$ cat config.mk
export PLATFORM = sky130hd
export DESIGN_NAME = adc_sample_accumulator
export DESIGN_NICKNAME = d
export VERILOG_FILES = /design/src/include/adc_acc_pkg.sv /design/src/logic/adc_sample_accumulator.sv
export SDC_FILE = /design/constraint.sdc
export NUM_CORES = 1
export LEC_CHECK = 0
export BUFFER_PORTS_ARGS = -buffer_cell sky130_fd_sc_hd__buf_2
export CAP_MARGIN = 20
export CORE_ASPECT_RATIO = 0.8
export CORE_MARGIN = 3
export CORE_UTILIZATION = 55
export CTS_CLUSTER_DIAMETER = 80
export CTS_CLUSTER_SIZE = 8
export DETAILED_ROUTE_END_ITERATION = 6
export PLACE_DENSITY = 0.8
export SETUP_SLACK_MARGIN = 0.5
export SLEW_MARGIN = 30
export SYNTH_ARGS = -nofsm -noshare
export SYNTH_HDL_FRONTEND = slang
export SYNTH_SLANG_ARGS = --single-unit
$ cat constraint.sdc
create_clock -name mclk -period 3.9 [get_ports mclk]
set_input_delay 0.195 -clock mclk [delete_from_list [all_inputs] [get_ports mclk]]
set_output_delay 0.195 -clock mclk [all_outputs]
set_load 0.01 [all_outputs]
$ cat src/include/adc_acc_pkg.sv
// Package: register map, field layout and carriers for the sample accumulator
package adc_acc_pkg;

    // ------------------------------------------------------------
    // Register map (byte addresses on the Avalon-MM slave)
    // ------------------------------------------------------------
    localparam int unsigned TABLE_ENTRIES = 32;
    localparam logic [7:0] OFF_TABLE_BASE = 8'h00;
    localparam logic [7:0] OFF_CTRL_HIGH = 8'h80;
    localparam logic [7:0] OFF_CTRL_LOW = 8'h84;
    localparam logic [7:0] OFF_IRQ_STATUS = 8'h88;
    localparam logic [7:0] OFF_IRQ_MASK = 8'h8C;
    localparam logic [7:0] OFF_RESULT = 8'h90;

    // ------------------------------------------------------------
    // Field positions
    // ------------------------------------------------------------
    localparam int unsigned TBL_CHARGE_TIME_UNIT_BIT = 15;
    localparam int unsigned TBL_PAIRED_INPUT_SELECT_BIT = 14;
    localparam int unsigned TBL_CH_LSB = 0;
    localparam int unsigned TBL_CH_W = 7;
    localparam int unsigned CTRLH_ACCUMULATE_ENABLE_BIT = 7;
    localparam int unsigned CTRLH_ACCUMULATOR_IRQ_ENABLE_BIT = 6;
    localparam int unsigned CTRLL_SEL_LSB = 8;
    localparam int unsigned CTRLL_SEL_W = 6;
    localparam int unsigned CTRLL_CNT_LSB = 0;
    localparam int unsigned CTRLL_CNT_W = 8;
    localparam int unsigned IRQ_DONE_BIT = 0;

    // Writable masks; everything else reads as zero
    localparam logic [15:0] TBL_WMASK = 16'hC07F;
    localparam logic [15:0] CTRLH_WMASK = 16'h00C0;
    localparam logic [15:0] CTRLL_WMASK = 16'h3FFF;
    localparam logic [15:0] REG_RESET = 16'h0000;
    localparam logic [31:0] RESULT_RESET = 32'h0000_0000;
    localparam logic [31:0] UNMAPPED_READ = 32'h0000_0000;

    // ------------------------------------------------------------
    // Carriers
    // ------------------------------------------------------------
    typedef struct packed {
        logic charge_time_unit_enable;
        logic paired_input_select;
        logic [6:0] channel_select_code;
    } conv_req_s;

    typedef struct packed {
        logic [7:0] address;
        logic read;
        logic write;
        logic [31:0] writedata;
        logic [3:0] byteenable;
    } avm_req_s;

endpackage

$ cat src/logic/adc_sample_accumulator.sv
// Accumulator sequencing, sample table and register slave for the converter
// ------------------------------------------------------------
// ------------------------------------------------------------
//
// Design decisions made here: the placing of the registers and the Avalon-MM interface to the registers.
`timescale 1ns/100ps

module adc_sample_accumulator
(
    // Clock and reset
    input wire logic mclk,
    input wire logic resetn,
    // Avalon-MM slave
    input wire logic [7:0] avs_address,
    input wire logic avs_read,
    input wire logic avs_write,
    input wire logic [31:0] avs_writedata,
    input wire logic [3:0] avs_byteenable,
    output logic [31:0] avs_readdata,
    output logic avs_waitrequest,
    // Converter core
    input wire logic conv_trigger,
    input wire logic conv_done,
    input wire logic [15:0] conv_result,
    output logic conv_start,
    output adc_acc_pkg::conv_req_s conv_req,
    // Interrupt
    output logic irq
);

    // ------------------------------------------------------------
    // Types
    // ------------------------------------------------------------
    typedef enum {
        ST_IDLE,
        ST_WAIT_TRIG,
        ST_CONVERT
    } acc_state_e;

    typedef struct packed {
        // Registers software sees
        logic [31:0][15:0] table_reg;
        logic accumulate_enable;
        logic accumulator_irq_enable;
        logic [5:0] sel;
        logic [7:0] count;
        // Accumulator
        logic first;
        logic [31:0] result;
        // Interrupt
        logic status;
        logic mask;
        // Bus answer
        logic [31:0] rdata;
        logic waitreq;
        // Converter request, interrupt line and sequencer
        logic start;
        adc_acc_pkg::conv_req_s req;
        logic irq;
        logic [1:0] state;
    } acc_state_s;

    acc_state_s st_r;
    acc_state_s st_nxt;

    // ------------------------------------------------------------
    // Helpers
    // ------------------------------------------------------------
    // Merge write data by byte lane and writable mask
    function automatic logic [15:0] merge16(input logic [15:0] old, input logic [31:0] wd,
                                            input logic [3:0] be, input logic [15:0] wmask);
        logic [15:0] lanes;
        lanes = {{8{be[1]}}, {8{be[0]}}};
        merge16 = ((old & ~(lanes & wmask)) | (wd[15:0] & lanes & wmask));
    endfunction

    function automatic adc_acc_pkg::conv_req_s entry_req(input logic [15:0] entry);
        adc_acc_pkg::conv_req_s r;
        r.charge_time_unit_enable = entry[adc_acc_pkg::TBL_CHARGE_TIME_UNIT_BIT];
        r.paired_input_select = entry[adc_acc_pkg::TBL_PAIRED_INPUT_SELECT_BIT];
        r.channel_select_code = entry[adc_acc_pkg::TBL_CH_LSB +: adc_acc_pkg::TBL_CH_W];
        entry_req = r;
    endfunction

    function automatic logic [1:0] enc(input acc_state_e s);
        enc = 2'(s);
    endfunction

    // High control word as software sees it; unused bits stay zero
    function automatic logic [15:0] ctrl_high_word(input logic accumulate_enable, input logic accumulator_irq_enable);
        logic [15:0] w;
        w = 16'h0000;
        w[adc_acc_pkg::CTRLH_ACCUMULATE_ENABLE_BIT] = accumulate_enable;
        w[adc_acc_pkg::CTRLH_ACCUMULATOR_IRQ_ENABLE_BIT] = accumulator_irq_enable;
        ctrl_high_word = w;
    endfunction

    // Low control word; bits 15 and 14 are not stored and read as zero
    function automatic logic [15:0] ctrl_low_word(input logic [5:0] sel, input logic [7:0] count);
        logic [15:0] w;
        w = 16'h0000;
        w[adc_acc_pkg::CTRLL_SEL_LSB +: adc_acc_pkg::CTRLL_SEL_W] = sel;
        w[adc_acc_pkg::CTRLL_CNT_LSB +: adc_acc_pkg::CTRLL_CNT_W] = count;
        ctrl_low_word = w;
    endfunction

    // Table entries fill the space below the high control register
    function automatic logic is_table(input logic [7:0] addr);
        is_table = (addr < adc_acc_pkg::OFF_CTRL_HIGH);
    endfunction

    function automatic logic [4:0] table_index(input logic [7:0] addr);
        table_index = addr[6:2];
    endfunction

    // Samples are unsigned; 256 full-scale samples still fit well inside the sum
    function automatic logic [31:0] add_sample(input logic [31:0] sum, input logic [15:0] sample);
        add_sample = sum + {16'h0000, sample};
    endfunction

    // ------------------------------------------------------------
    // Next state
    // ------------------------------------------------------------
    always_comb
    begin
        logic access;
        logic [7:0] a;
        logic [15:0] ctrl_h;
        logic [15:0] ctrl_l;
        logic [15:0] entry;
        logic [31:0] base;
        logic hw_done;
        logic done_evt;
        st_nxt = st_r;
        access = (avs_read || avs_write) && st_r.waitreq;
        a = avs_address;
        ctrl_h = ctrl_high_word(st_r.accumulate_enable, st_r.accumulator_irq_enable);
        ctrl_l = ctrl_low_word(st_r.sel, st_r.count);
        // Only 32 entries exist, so the pointer's top bit aliases onto the lower half
        entry = st_r.table_reg[st_r.sel[4:0]];
        base = st_r.first ? adc_acc_pkg::RESULT_RESET : st_r.result;
        hw_done = 1'b0;
        done_evt = 1'b0;
        st_nxt.waitreq = !access;
        st_nxt.rdata = adc_acc_pkg::UNMAPPED_READ;
        st_nxt.start = 1'b0;

        // --------------------------------------------------------
        // Sequencer: one trigger, one conversion, one add
        // --------------------------------------------------------
        case (st_r.state)
            enc(ST_IDLE):
            begin
                if (st_r.accumulate_enable)
                begin
                    st_nxt.state = enc(ST_WAIT_TRIG);
                end
            end
            enc(ST_WAIT_TRIG):
            begin
                // Triggers outside this state are ignored, so a conversion in flight is never doubled
                if (!st_r.accumulate_enable)
                begin
                    st_nxt.state = enc(ST_IDLE);
                end
                else if (conv_trigger)
                begin
                    st_nxt.req = entry_req(entry);
                    st_nxt.start = 1'b1;
                    st_nxt.state = enc(ST_CONVERT);
                end
            end
            enc(ST_CONVERT):
            begin
                if (conv_done)
                begin
                    // First sample replaces the sum so each run starts clean
                    st_nxt.result = add_sample(base, conv_result);
                    st_nxt.first = 1'b0;
                    // A count of zero wraps to 255 here, so such a run takes 256 samples
                    st_nxt.count = st_r.count - 8'h01;
                    if (st_r.count == 8'h01)
                    begin
                        hw_done = 1'b1;
                        st_nxt.accumulate_enable = 1'b0;
                        done_evt = st_r.accumulator_irq_enable;
                        st_nxt.state = enc(ST_IDLE);
                    end
                    else
                    begin
                        st_nxt.state = enc(ST_WAIT_TRIG);
                    end
                end
            end
            default:
            begin
                st_nxt.state = enc(ST_IDLE);
            end
        endcase

        // --------------------------------------------------------
        // Register reads
        // --------------------------------------------------------
        if (access && avs_read)
        begin
            if (is_table(a))
            begin
                st_nxt.rdata = {16'h0000, st_r.table_reg[table_index(a)]};
            end
            else
            begin
                case (a)
                    adc_acc_pkg::OFF_CTRL_HIGH:
                    begin
                        st_nxt.rdata = {16'h0000, ctrl_h};
                    end
                    adc_acc_pkg::OFF_CTRL_LOW:
                    begin
                        st_nxt.rdata = {16'h0000, ctrl_l};
                    end
                    adc_acc_pkg::OFF_IRQ_STATUS:
                    begin
                        st_nxt.rdata = {31'h0, st_r.status};
                    end
                    adc_acc_pkg::OFF_IRQ_MASK:
                    begin
                        st_nxt.rdata = {31'h0, st_r.mask};
                    end
                    adc_acc_pkg::OFF_RESULT:
                    begin
                        st_nxt.rdata = st_r.result;
                    end
                    default:
                    begin
                        st_nxt.rdata = adc_acc_pkg::UNMAPPED_READ;
                    end
                endcase
            end
        end

        // --------------------------------------------------------
        // Register writes
        // --------------------------------------------------------
        // Writes during accumulation are taken as given; keeping them out is up to software
        if (access && avs_write)
        begin
            if (is_table(a))
            begin
                st_nxt.table_reg[table_index(a)] = merge16(st_r.table_reg[table_index(a)], avs_writedata,
                                                           avs_byteenable, adc_acc_pkg::TBL_WMASK);
            end
            else
            begin
                case (a)
                    adc_acc_pkg::OFF_CTRL_HIGH:
                    begin
                        ctrl_h = merge16(ctrl_h, avs_writedata, avs_byteenable, adc_acc_pkg::CTRLH_WMASK);
                        if (ctrl_h[adc_acc_pkg::CTRLH_ACCUMULATE_ENABLE_BIT] && !st_r.accumulate_enable)
                        begin
                            st_nxt.first = 1'b1;
                        end
                        // Completion in the same cycle wins over a software set
                        st_nxt.accumulate_enable = ctrl_h[adc_acc_pkg::CTRLH_ACCUMULATE_ENABLE_BIT] && !hw_done;
                        st_nxt.accumulator_irq_enable = ctrl_h[adc_acc_pkg::CTRLH_ACCUMULATOR_IRQ_ENABLE_BIT];
                    end
                    adc_acc_pkg::OFF_CTRL_LOW:
                    begin
                        ctrl_l = merge16(ctrl_l, avs_writedata, avs_byteenable, adc_acc_pkg::CTRLL_WMASK);
                        st_nxt.sel = ctrl_l[adc_acc_pkg::CTRLL_SEL_LSB +: adc_acc_pkg::CTRLL_SEL_W];
                        st_nxt.count = ctrl_l[adc_acc_pkg::CTRLL_CNT_LSB +: adc_acc_pkg::CTRLL_CNT_W];
                    end
                    adc_acc_pkg::OFF_IRQ_STATUS:
                    begin
                        // Write one to clear
                        if (avs_byteenable[0] && avs_writedata[adc_acc_pkg::IRQ_DONE_BIT])
                        begin
                            st_nxt.status = 1'b0;
                        end
                    end
                    adc_acc_pkg::OFF_IRQ_MASK:
                    begin
                        if (avs_byteenable[0])
                        begin
                            st_nxt.mask = avs_writedata[adc_acc_pkg::IRQ_DONE_BIT];
                        end
                    end
                    default:
                    begin
                    end
                endcase
            end
        end

        // --------------------------------------------------------
        // Interrupt
        // --------------------------------------------------------
        // Set wins over a same-cycle clear
        if (done_evt)
        begin
            st_nxt.status = 1'b1;
        end
        // Taken from the next state so the line follows status and mask with no extra cycle
        st_nxt.irq = st_nxt.status && st_nxt.mask;
    end

    // ------------------------------------------------------------
    // State register
    // ------------------------------------------------------------
    always_ff @(posedge mclk or negedge resetn)
    begin
        if (!resetn)
        begin
            // Waitrequest rests high in reset so no answer shows before a request
            st_r <= '{waitreq: 1'b1, default: '0};
        end
        else
        begin
            st_r <= st_nxt;
        end
    end

    // ------------------------------------------------------------
    // Outputs
    // ------------------------------------------------------------
    // Waitrequest drops in the cycle after the request is seen
    assign avs_waitrequest = st_r.waitreq;
    assign avs_readdata = st_r.rdata;
    assign conv_start = st_r.start;
    assign conv_req = st_r.req;
    assign irq = st_r.irq;

endmodule

==> metrics <==
FFs w/ async S/R, synth 1.00; Final min period approximately 3200 ps; initial antenna violation count 0; flops & latches, synth 609; Die W 259 um; violated checks DRC; Worst Setup End Kind flip-flop; multi-input logic area 11,100 um^2; residual overflow from global routing 0; average wire per cell in the routed design approximately 25 um; synthesized area per cell between 10 and 15 um^2; slowest stage delay, CP 690 ps; status finished, violations left; Hold Path Class in2reg; slowest CP cell dfrtp_1; Highest Clock Rate approximately 300 MHz; Yosys top cell area share 0.541; crit path cell chain nor2b_1, ha_1, fa_1, a21o_1, nand4_1, nand3_1, a31oi_1, o31ai_4, and3b_1, a211oi_1; Fin Setup TNS 0 ps; Rows 73; fin nets ~2,300; final worst path period share 0.829; placer congestion estimate 0.902; P per Cell Area 471 nW/um^2; DPL Wire Length 45.9 mm; antenna cells 0; Synth Instances 2,380; Mapped Area around 28,000 um^2; clk slew on worst S/H paths 50 ps; first-pass GRT wire length around 120 mm; via count 19,200; via/cell ratio approximately 6.6; Pins Over Slew Limit 0; Area Growth Syn to Fin 9.62%; CTS sink count slightly above 600; Crit Path Category reg2reg; Die Ht about 210 um; vias in the first global route 20,100; Final WS setup 666 ps; IO buf count 91; H-tree depth 3; Post-CTS Repair Setup Buffers 0; synth unique cells 76; Lkg Pwr 0.0136 uW; Worst-Skew Late Latency 640 ps; CP Launch Type flip-flop; Initial DRT Pass Iterations 7; Slew @ Worst Pin roughly 960 ps; core area 50,100 um^2; largest net degree at the start of global routing 100; Slew HR 0.359; Yosys top cell by area dfrtp_1; Commonest cells post-synth dfrtp_1 (608), nand2_1 (387), clkbuf_1 (337); clk_skew 38.9 ps; Fillers 3,450; Mapped Nets 2,465; layout cells sized above 1 0.234; crit path max fanout 15; metal3 WL 8.93 mm; Req. time, crit path about 4400 ps; Post-Place Worst Slack 560 ps; max_cap viols 0; Post-Route WL 74.4 mm; Total GRT Usage 0.282; RSZ-0062 raised after global routing no; Die ar. 53,900 um^2; top sig layer met4; First DRT Iteration DRCs 2,693; WL met1 27.8 mm; DRT antenna net count 0; Fin Hold WS 17.0 ps; Main synth FF type dfrtp_1; sequential element share of the synthesized area 0.542; Register Area 15,200 um^2; WL met2 33.9 mm; CTS tree yes; most frequent cell after synthesis dfrtp_1; I/O pin count 110; CTS max path bufs 3; Final Hold Viols 0; DRC viols 3; Root Driver clkbuf_16; top cells by area, synth dfrtp_1 (54%), mux4_2 (17%), o21ai_0 (5.3%); # setup viols final 0; critical path arrival 3740 ps; VDD IR max 0.375 mV; YS warnings 0; CTS Buf Count 86; EDFF count, synth 0; initial core utilization 0.561
per-stage QoR:
step / cell area, um^2 / power, uW / utilization / std cells
floorplan: 28100 / 7480 / - / 2380
global placement: 28300 / 7880 / 0.565 / 2800
detailed placement: 28300 / 7950 / 0.565 / 2800
CTS: 30800 / 14600 / 0.615 / 2922
global route: 30800 / 15000 / 0.615 / 2922
finish: 30800 / 14500 / 0.615 / 2922
path summary, 6_finish.rpt:
kind                                start   endpoint  slack [ps]  depth (start not counted)
max                              st_r[80]   st_r[68]         670                         10
max in group asynchronous          resetn  st_r[336]        2630                          3
max reg2reg                      st_r[80]   st_r[68]         670                         10
min reg2reg                     st_r[397]  st_r[397]         370                          0
min in group asynchronous          resetn   st_r[61]         200                          2
min                        conv_result[1]   st_r[49]          20                          4
critical path, delay by kind of cell, from the launching register on:
family	cells	cell delay (ps)
AOI/OAI and AO/OA	4	1180
adders and majority gates	2	670
DFF	1	690
and+or+nand+nor	4	590
flip-flops by register name, summed over array words and instances, names as in the netlist, named ones only:
signal / flops
avs_readdata: 32
conv_start: 1
conv_req: 9
avs_waitrequest: 1
st_r: 550
irq: 1
routing by layer:
metal  up-vias  track usage
met5         -            0
li1       7993            -
met1      9699        0.374
met4         0        0.128
met3       289       0.0950
met2      1259        0.425
logic make-up (layout without fill, tap and decap cells):
group / count (synthesis) / after routing / synth area share
AOI/OAI and AO/OA: 504 / 504 / 0.105
xor gates and xnor gates: 17 / 17 / 0.00529
adders and majority gates: 19 / 19 / 0.00872
buffers and inverters: 432 / 299 / 0.0675
DFF: 609 / 609 / 0.542
muxes: 248 / 248 / 0.186
and+or+nand+nor: 551 / 551 / 0.0859
what timing repair did:
item,CTS,global route
resized for setup,0,1
hold buffers,20,0
endpoints found under the hold margin,106,0
endpoints found under the setup margin,0,1
cell usage in the layout (no fill, tap or decap), types with 15 or more instances in the layout:
cell	netlist	layout
buf_4	46	63
nor2_1	35	34
a21oi_1	35	35
nand2_1	387	387
mux4_2	218	218
dfrtp_1	608	605
nand3_1	17	17
nor2b_1	18	18
nand4_1	17	17
a22oi_1	60	60
o21ai_0	298	298
o21ai_1	33	33
clkbuf_16	0	86
dlygate4sd3_1	0	20
nor3_1	16	15
and2_1	19	19
ha_1	18	18
buf_2	20	88
power breakdown:
part           switching, uW  internal, uW  total, uW
clock                   2690          3940       6620
combinational            705           456       1160
sequential               201          6550       6760
total                   3590         10900      14500
area by class of cell:
cell class,instances,area share
Tap cell,675,0.0274
Clock inverter,8,0.00462
Clock buffer,94,0.0707
Sequential cell,609,0.494
Inverter,15,0.00183
Multi-Input combinational cell,1339,0.359
Timing Repair Buffer,182,0.0426
No activity file was read; power rests on OpenSTA's default activity.
